<file path="src/hdl/awd_wdw_cfg.svh">
`ifndef AWD_WDW_CFG_SVH
`define AWD_WDW_CFG_SVH
// Register word indices; byte address is four times the index
`define AWD_IDX_C2_HYS      8'h28
`define AWD_IDX_C2_HIGH     8'h29
`define AWD_IDX_C2_EVT      8'h2A
`define AWD_IDX_C2_LOW      8'h2B
`define AWD_IDX_C3_HYS      8'h2C
`define AWD_IDX_C3_HIGH     8'h2D
`define AWD_IDX_C3_EVT      8'h2E
`define AWD_IDX_C3_LOW      8'h2F
`define AWD_IDX_STATUS      8'h40
`define AWD_IDX_MASK        8'h41
`define AWD_IDX_SAMPLE      8'h42
// Reset values
`define AWD_RST_HYS         8'hF0
`define AWD_RST_HIGH        8'hFF
`define AWD_RST_EVT         8'h00
`define AWD_RST_LOW         8'h00
// Field positions
`define AWD_NIB_HI          7
`define AWD_NIB_LO          4
`define AWD_FLD_HI          3
`define AWD_FLD_LO          0
`define AWD_HYS_SHIFT       3
`define AWD_STAT_C2         0
`define AWD_STAT_C3         1
`endif

</file>
<file path="src/hdl/awd_wdw_pkg.sv">
package awd_wdw_pkg;
    typedef logic [11:0] awd_sample_t;
    typedef logic [7:0]  awd_byte_t;
    typedef enum logic [1:0] {AWD_IN_WINDOW, AWD_ABOVE, AWD_BELOW} awd_zone_t;
endpackage : awd_wdw_pkg

</file>
<file path="src/hdl/awd_chan_if.sv">
`timescale 1ns/1ps
interface awd_chan_if;
    logic [7:0]  hys_reg;
    logic [7:0]  high_reg;
    logic [7:0]  evt_reg;
    logic [7:0]  low_reg;
    logic        smp_vld;
    logic [11:0] smp;
    logic        alert;
    modport cfg (output hys_reg, high_reg, evt_reg, low_reg, smp_vld, smp, input alert);
    modport cmp (input hys_reg, high_reg, evt_reg, low_reg, smp_vld, smp, output alert);
endinterface : awd_chan_if

</file>
<file path="src/hdl/awd_chan_cmp.sv">
`timescale 1ns/1ps
`include "awd_wdw_cfg.svh"
module awd_chan_cmp
    import awd_wdw_pkg::*;
(
    input  wire logic   clk,
    input  wire logic   sys_rst,
    awd_chan_if.cmp     ch
);
    // ------------------------------------------------------------
    // Limits and hysteresis
    // ------------------------------------------------------------
    wire awd_sample_t high_lim = {ch.high_reg, ch.hys_reg[`AWD_NIB_HI:`AWD_NIB_LO]};
    wire awd_sample_t low_lim  = {ch.low_reg, ch.evt_reg[`AWD_NIB_HI:`AWD_NIB_LO]};
    wire logic [6:0]  hys      = {ch.hys_reg[`AWD_FLD_HI:`AWD_FLD_LO], 3'h0};
    wire logic [3:0]  need_n   = ch.evt_reg[`AWD_FLD_HI:`AWD_FLD_LO];
    wire logic [12:0] high_rel = {1'b0, high_lim} - {6'h00, hys};
    wire logic [12:0] low_rel  = {1'b0, low_lim} + {6'h00, hys};
    wire logic        above    = ch.smp > high_lim;
    wire logic        below    = ch.smp < low_lim;
    wire logic        out_win  = above | below;

    logic        zone_out_ff;
    logic [4:0]  run_ff;
    logic        alert_ff;

    // Once out, stay out until sample recovers past the hysteresis band
    wire logic back_in = !high_rel[12] && ({1'b0, ch.smp} <= high_rel)
                         && ({1'b0, ch.smp} >= low_rel);
    wire logic exceed  = zone_out_ff ? !back_in : out_win;
    wire logic [4:0] nxt_run = exceed ? (run_ff == 5'h1F ? run_ff : run_ff + 5'h01) : 5'h00;

    // ------------------------------------------------------------
    // Consecutive-exceedance count
    // ------------------------------------------------------------
    always_ff @(posedge clk) begin
        if (sys_rst) begin
            zone_out_ff <= 1'b0;
            run_ff      <= 5'h00;
            alert_ff    <= 1'b0;
        end else if (ch.smp_vld) begin
            zone_out_ff <= exceed;
            run_ff      <= nxt_run;
            alert_ff    <= exceed && (nxt_run > {1'b0, need_n});
        end else begin
            alert_ff    <= 1'b0;
        end
    end
    assign ch.alert = alert_ff;
endmodule : awd_chan_cmp

</file>
<file path="src/hdl/awd_wdw_top.sv">
`timescale 1ns/1ps
`include "awd_wdw_cfg.svh"
module awd_wdw_top
    import awd_wdw_pkg::*;
(
    input  wire logic        clk,
    input  wire logic        sys_rst,
    input  wire logic        psel,
    input  wire logic        penable,
    input  wire logic        pwrite,
    input  wire logic [11:0] paddr,
    input  wire logic [31:0] pwdata,
    output logic      [31:0] prdata,
    output logic             pready,
    output logic             pslverr,
    input  wire logic        smp_vld,
    input  wire logic [2:0]  smp_chan,
    input  wire logic [11:0] smp_data,
    output logic             irq
);
    // ------------------------------------------------------------
    // Register storage
    // ------------------------------------------------------------
    awd_byte_t cfg_ff [2][4];
    logic [1:0]  stat_ff;
    logic [1:0]  mask_ff;
    logic [11:0] last_ff;
    logic        irq_ff;
    logic [31:0] prdata_ff;
    logic        pready_ff;
    logic        pslverr_ff;

    // ------------------------------------------------------------
    // APB decode
    // ------------------------------------------------------------
    wire logic [9:0] idx      = paddr[11:2];
    wire logic       setup    = psel && !penable;
    wire logic       wr_do    = psel && penable && pready_ff && pwrite;
    wire logic       cfg_hit  = idx >= {2'h0, `AWD_IDX_C2_HYS} && idx <= {2'h0, `AWD_IDX_C3_LOW};
    wire logic [2:0] cfg_ofs  = 3'(idx - {2'h0, `AWD_IDX_C2_HYS});
    wire logic       cfg_ch   = cfg_ofs[2];
    wire logic [1:0] cfg_sel  = cfg_ofs[1:0];
    wire logic       st_hit   = idx == {2'h0, `AWD_IDX_STATUS};
    wire logic       mk_hit   = idx == {2'h0, `AWD_IDX_MASK};
    wire logic       sm_hit   = idx == {2'h0, `AWD_IDX_SAMPLE};
    wire logic       hit      = cfg_hit || st_hit || mk_hit || sm_hit;
    wire logic       bad_addr = paddr[1:0] != 2'h0 || !hit;
    wire logic [31:0] rd_mux  = cfg_hit ? {24'h0, cfg_ff[cfg_ch][cfg_sel]} :
                                st_hit  ? {30'h0, stat_ff} :
                                mk_hit  ? {30'h0, mask_ff} :
                                sm_hit  ? {20'h0, last_ff} : 32'h0;

    // No wait state: answer one cycle after setup, in the first access cycle
    always_ff @(posedge clk) begin
        if (sys_rst) begin
            pready_ff  <= 1'b0;
            pslverr_ff <= 1'b0;
            prdata_ff  <= 32'h0;
        end else begin
            pready_ff  <= setup;
            pslverr_ff <= setup && bad_addr;
            prdata_ff  <= (setup && !pwrite && !bad_addr) ? rd_mux : 32'h0;
        end
    end
    assign pready  = pready_ff;
    assign pslverr = pslverr_ff;
    assign prdata  = prdata_ff;

    // ------------------------------------------------------------
    // Configuration registers
    // ------------------------------------------------------------
    wire logic cfg_wr = wr_do && cfg_hit && !bad_addr;
    always_ff @(posedge clk) begin
        if (sys_rst) begin
            for (int c = 0; c < 2; c++) begin
                cfg_ff[c][0] <= `AWD_RST_HYS;
                cfg_ff[c][1] <= `AWD_RST_HIGH;
                cfg_ff[c][2] <= `AWD_RST_EVT;
                cfg_ff[c][3] <= `AWD_RST_LOW;
            end
        end else if (cfg_wr) begin
            cfg_ff[cfg_ch][cfg_sel] <= pwdata[7:0];
        end
    end

    // ------------------------------------------------------------
    // Channel comparators
    // ------------------------------------------------------------
    awd_chan_if ch_if [2] ();
    logic [1:0] alert;
    for (genvar g = 0; g < 2; g++) begin : g_chan
        assign ch_if[g].hys_reg  = cfg_ff[g][0];
        assign ch_if[g].high_reg = cfg_ff[g][1];
        assign ch_if[g].evt_reg  = cfg_ff[g][2];
        assign ch_if[g].low_reg  = cfg_ff[g][3];
        assign ch_if[g].smp_vld  = smp_vld && smp_chan == 3'(g + 2);
        assign ch_if[g].smp      = smp_data;
        assign alert[g]          = ch_if[g].alert;
        awd_chan_cmp u_cmp (
            .clk     (clk),
            .sys_rst (sys_rst),
            .ch      (ch_if[g])
        );
    end

    // ------------------------------------------------------------
    // Sticky status, mask, interrupt
    // ------------------------------------------------------------
    wire logic [1:0] st_clr = (wr_do && st_hit && !bad_addr) ? pwdata[1:0] : 2'h0;
    always_ff @(posedge clk) begin
        if (sys_rst) begin
            stat_ff <= 2'h0;
            mask_ff <= 2'h0;
            irq_ff  <= 1'b0;
            last_ff <= 12'h000;
        end else begin
            stat_ff <= (stat_ff & ~st_clr) | alert;
            if (wr_do && mk_hit && !bad_addr)
                mask_ff <= pwdata[1:0];
            irq_ff  <= |(((stat_ff & ~st_clr) | alert) & mask_ff);
            if (smp_vld)
                last_ff <= smp_data;
        end
    end
    assign irq = irq_ff;
endmodule : awd_wdw_top

</file>
<file path="config.mk">
export PLATFORM = sky130hd
export DESIGN_NAME = awd_wdw_top
export DESIGN_NICKNAME = d
export VERILOG_FILES = /design/src/hdl/awd_wdw_pkg.sv /design/src/hdl/awd_chan_if.sv /design/src/hdl/awd_chan_cmp.sv /design/src/hdl/awd_wdw_top.sv
export VERILOG_INCLUDE_DIRS = /design/src /design/src/hdl
export SDC_FILE = /design/constraint.sdc
export NUM_CORES = 1
export LEC_CHECK = 0
export BUFFER_PORTS_ARGS = -buffer_cell sky130_fd_sc_hd__buf_4
export CORE_MARGIN = 1
export CORE_UTILIZATION = 35
export DETAILED_ROUTE_END_ITERATION = 6
export GPL_ROUTABILITY_DRIVEN = 0
export PLACE_DENSITY_LB_ADDON = 0.12
export SYNTH_ARGS = -nofsm -noshare
export SYNTH_HDL_FRONTEND = slang
export SYNTH_HIERARCHICAL = 1
export SYNTH_SLANG_ARGS = --single-unit
</file>
<file path="constraint.sdc">
create_clock -name clk -period 6.2 [get_ports clk]
set_clock_uncertainty 0.05 [all_clocks]
set_input_delay 0.93 -clock clk [delete_from_list [all_inputs] [get_ports clk]]
set_output_delay 0.93 -clock clk [all_outputs]
set_load 0.1 [all_outputs]
</file>
# Yosys cells after proc, flatten, opt, wreduce, memory -nomap -nowiden
# Memory sizes are Yosys's and may differ from the RTL's.
# Index checks and enable logic that the tools add are counted.
[totals]
register_bits = 65
ramBits = 64
input_bits = 65
out_inout_bits = 35
wordCells = 122
n_memories = 1
[memory_table]
columns = ["name", "words", "word_bits", "rd", "rd_clocked_by_memory_dff", "write_ports", "line", "text"]
rows = [
  ["cfg_ff", 2, 32, 3, 0, 2, "awd_wdw_top.sv:24", "awd_byte_t cfg_ff [2][4];"],
]
[op_classes]
n_addsub = 7
n_lt_le_gt_ge = 14
eq_ne = 7
muxes = 24
bitwise = 11
n_reduce_logical = 43
[ops]
columns = ["operator", "n"]
rows = [
  ["2-to-1 mux 32 bit", 3],
  ["2-to-1 mux 8 bit", 7],
  ["OR reduction 32 bit", 1],
  ["equality test 10 x 7 -> 1 bit, second input constant", 3],
  ["adder 12 x 7 -> 13 bit", 2],
  ["greater-or-equal comparator 12 x 13 -> 1 bit", 2],
  ["less-or-equal comparator 12 x 13 -> 1 bit", 2],
  ["subtractor 12 x 7 -> 13 bit", 2],
  ["greater-than comparator 12 bit", 2],
  ["less-than comparator 12 bit", 2],
  ["logical AND 1 bit", 23],
  ["2-to-1 mux 5 bit", 4],
  ["binary-select mux 8 bit (select 2 bit)", 1],
  ["demux 8 bit (select 2 bit)", 1],
  ["adder 5 x 1 -> 5 bit, second input constant", 2],
  ["equality test 5 bit, second input constant", 2],
  ["greater-or-equal comparator 10 x 6 -> 1 bit, second input constant", 1],
  ["greater-than comparator 5 x 4 -> 1 bit", 2],
  ["less-or-equal comparator 10 x 6 -> 1 bit, second input constant", 1],
  ["zero test 1 bit", 8],
  ["OR reduction 2 bit", 4],
  ["2-to-1 mux 1 bit", 7],
  ["equality test 3 x 2 -> 1 bit, second input constant", 2],
  ["OR reduction 6 bit", 1],
  ["other kinds (13)", 21],
]

# Depth between registers and ports, before layout
[logic_depth]
ltp_word = 15
depth_mapped = 24

# Modules after synthesis
# Netlist, hierarchy kept.
[by_module_without_submodules]
columns = ["mod", "instances", "cells_each", "area_each_um2", "seq_area_each_um2"]
rows = [
  ["awd_wdw_top", 1, 318, 4294.1, 2542.4],
  ["awd_chan_cmp at g_chan[0].u_cmp", 1, 249, 1975.6, 140.1],
  ["awd_chan_cmp at g_chan[1].u_cmp", 1, 254, 1944.4, 140.1],
]

# Least setup slack after synthesis
# Ideal clock, no wire load.
[synth_path]
path_kind = "register to register"
from = "mem cfg_ff[0][31] in the netlist's numbering"
to = "reg g_chan[0].u_cmp.alert_ff"
setup_ns = 0.132
arrival_time_ns = 4.040
required_time_ns = 6.018
setup_slack_ns = 1.978
stages_incl_launch_ff = 23
cell_sequence = "edfxtp_1 -> inv_1 -> ha_1 -> inv_1 -> fa_1 -> a21o_1 -> a21o_1 -> xnor2_1 -> ha_1 -> and4_1 -> and3_1 -> a21boi_1 -> o21a_1 -> o32ai_4 -> a21oi_1 -> ha_1 -> nor2b_1 -> o21ai_0 -> nand2b_1 -> a21oi_1 -> a41oi_1 -> o311ai_0 -> nor2_1"
[synth_rtl]
columns = ["item", "line", "text"]
rows = [
  ["start, declared", "awd_wdw_top.sv:24", ""],
  ["end signal, assigned", "awd_chan_cmp.sv:44", "alert_ff <= exceed && (nxt_run > {1'b0, need_n});"],
  ["end, declared", "awd_chan_cmp.sv:25", "logic alert_ff;"],
]

==> run_results.csv <==
group,metric,value,unit
floorplanning,io_pins,100,
detailed_routing,avgRoutedWirePerCell,19.49,um
detailed_routing,drt-total-wl,23.15,mm
floorplanning,num_rows,55,
yosys,synthFlopType,"edfxtp_1",
yosys,ys_top_cells_by_area,"edfxtp_1 (23%), ha_1 (17%), dfxtp_1 (11%)",
sta,worst_slack,1.154,ns
clock_network,cts_tree,"done",
yosys,synth.distinct_cells,69,
floorplanning,die-width,155.2,um
yosys,synth-edff-count,64,
global_routing,grt_overflow,0,
placement,dpl_cell_area,8880,um^2
finish,antennaDiodeCount,0,
global_routing,grt_pass1_wl,35.33,mm
global_routing,antenna_found_initial,0,
sta,worstMarginPinSlew,0.9937,ns
floorplanning,initial_utilization,35.95,%
clock_network,cts_buffer_depth,2,
detailed_routing,avgViaCountPerCell,5.092,
detailed_routing,drc_errors,0,
detailed_routing,drt_iter0_drc,391,
critical_path,crit_required,6.37,ns
floorplanning,die_height,155.2,um
finish,area_growth,12.05,%
sta,setup_viol,0,
run,drv_cap,0,
yosys,yosysMostFrequentCell,"ha_1",
finish,fin_nets,1049,
pwr,p_sw,0.5538,mW
clock_network,cts_setup_buffers,0,
sta,tns,0,ns
min_path,hp-class,"flip-flop to flip-flop",
clock_network,cts_htree_levels,3,
critical_path,cp_data_arrival_time,5.22,ns
finish,drive_gt1_share,13.37,%
floorplanning,coreArea,22850,um^2
critical_path,start_kind,"flip-flop",
placement,dp.cells,1172,
detailed_routing,routed-via-count,6049,
yosys,yosys_register_bits,109,
pwr,seqPwrFrac,45.9,%
detailed_routing,detail-route-antenna-nets,0,
sta,rsz0062_at_grt,"false",
floorplanning,die-area,24090,um^2
critical_path,crit_type,"flip-flop to flip-flop",
global_routing,grt_max_degree,56,
clock_network,clkSlewWorstSetupHoldPaths,0.10,ns
clock_network,clock_latency,0.37,ns
placement,dp_hpwl,18.01,mm
pwr,p_comb_share,18.6,%
yosys,synthArstFlopShare,0,%
sta,period_share,81.39,%
clock_network,cts.sinks,109,
pwr,p_leak,3.838,nW
critical_path,r2r_slack,1.15,ns
pwr,swShare,31.66,%
yosys,syn_avg_cell_area,10.01,um^2
pwr,p_int,1.195,mW
critical_path,critPathMaxFanout,10,
sta,hold_ws,0.4132,ns
global_routing,grt_usage,19.76,%
pwr,p_per_area,190.0,nW/um^2
clock_network,clock-root-buffer,"clkbuf_16",
sta,hold_viol,0,
placement,preCtsSetupSlack,1.216,ns
sta,slew_violations,0,
clock_network,post_cts_resized,0,
yosys,yosysWarnings,6,
placement,port_buffers,55,
yosys,synth.yosys.seq_area_share,34.36,%
yosys,synth_top_cell_by_area,"edfxtp_1",
yosys,netlist.area_leader.share,23.40,%
clock_network,cts_buffers,9,
detailed_routing,firstDrtPassIters,4,
critical_path,endpoint_kind,"flip-flop",
clock_network,hold_buffers,0,
pwr,ir_worst_vdd,0.1715,mV
yosys,postSynthCellCount,821,
sta,fin_crit,5.046,ns
run_status,status,"finished, final reports clean",
finish,fin_area,9204,um^2
pwr,clockPowerShare,35.6,%
sta,slew_headroom,33.14,%
yosys,netlist_area,8214,um^2
finish,final_cells,1188,
global_routing,grt_pass1_vias,5843,
sta,max_freq,0.1982,GHz
yosys,synthTopCellsByCount,"ha_1 (110), inv_1 (77), edfxtp_1 (64)",
## power groups by stage
stage | Clock, mW | Combinational, mW | Sequential [mW]
CTS | 0.642 | 0.327 | 0.802
global route | 0.661 | 0.359 | 0.804
finish | 0.622 | 0.325 | 0.802
floorplan | 0 | 0.239 | 0.809
detailed placement | 0 | 0.325 | 0.819
global placement | 0 | 0.323 | 0.819
## cells in the final DEF (no fill, tap or decap), drive strengths merged, types with 7 or more instances in the layout
master and count:
o21ai 25, clkbuf 9, a211oi 11, nor2 32
conb 20, buf 58, nor3 12, nor2b 12
nand3 24, and3 10, xnor2 29, or3 8
o21bai 7, mux4 16, or2 14, a21o 15
ha 110, and2 38, inv 82, edfxtp 64
nand2 33, nand4 14, mux2i 19, a21oi 59
nand2b 23, nor4 11, dfxtp 45
## kinds of logic after synthesis
logic type	synth area share, %
flip-flops	34.36
multiplexers	7.525
adder cells (fa/ha/maj)	17.73
buffers and inverters	6.352
XOR/XNOR	3.412
other	0.04565
AO/OA/AOI/OAI	12.73
AND/OR/NAND/NOR	17.84
## critical path, stage by stage (launching register included)
cell and delay, ns:
edfxtp_1 0.50, inv_1 0.13, ha_1 0.18, inv_1 0.06, fa_1 0.40, a21o_1 0.17, a21o_1 0.23, nor2_1 0.14
xnor2_1 0.13, ha_1 0.27, and3_1 0.21, a211oi_1 0.23, a31oi_1 0.07, o21a_1 0.14, o32ai_4 0.59, a21oi_1 0.11
ha_1 0.32, nor2b_1 0.13, o21ai_0 0.15, nand2b_1 0.07, a21oi_1 0.15, a41oi_1 0.06, o311ai_0 0.30, nor2_1 0.09
## registers in the layout, indices dropped and copies added, names as in the netlist
name	count
g_chan.u_cmp/run_ff	10
mask_ff	2
g_chan.u_cmp/ch.alert	2
last_ff	12
pready	1
g_chan.u_cmp/zone_out_ff	2
cfg_ff	64
prdata	12
pslverr	1
stat_ff	2
irq	1
## cell type report
class / instances / area, um^2
clock buffer: 9 / 225.2
fill: 2315 / 13640
sequential: 109 / 2823
tap: 313 / 391.6
clock inverter: 7 / 98.84
multi-input combinational: 615 / 4941
timing repair buffer: 58 / 435.4
inverter: 77 / 289.0
## per-stage QoR
step / util, % / power (mW)
after floorplan: - / 1.049
after global placement: 38.87 / 1.142
after detailed placement: 38.87 / 1.144
after CTS: 40.28 / 1.771
after global routing: 40.28 / 1.825
final: 40.28 / 1.749
## per-layer routing
layer  GRT usage [%]  vias up  share of wire [%]  routed length (um)
met2           30.97      127                 45               10360
met3           2.507       12                3.7                 849
met1           29.18     2859                 51               11710
met4           3.688        0                1.0                 242
li1                -     3051                  -                   -
met5               0        -                  0                   0
## path summary, 6_finish.rpt
path,startpoint,end,depth (start not counted)
hold / removal,last_ff[9],prdata[9],1
hold reg to reg,last_ff[9],prdata[9],1
setup / recovery,cfg_ff[0][31],g_chan[0].u_cmp/ch.alert,23
setup reg to reg,cfg_ff[0][31],g_chan[0].u_cmp/ch.alert,23
Note: power is estimated with default switching activity, not from simulation.
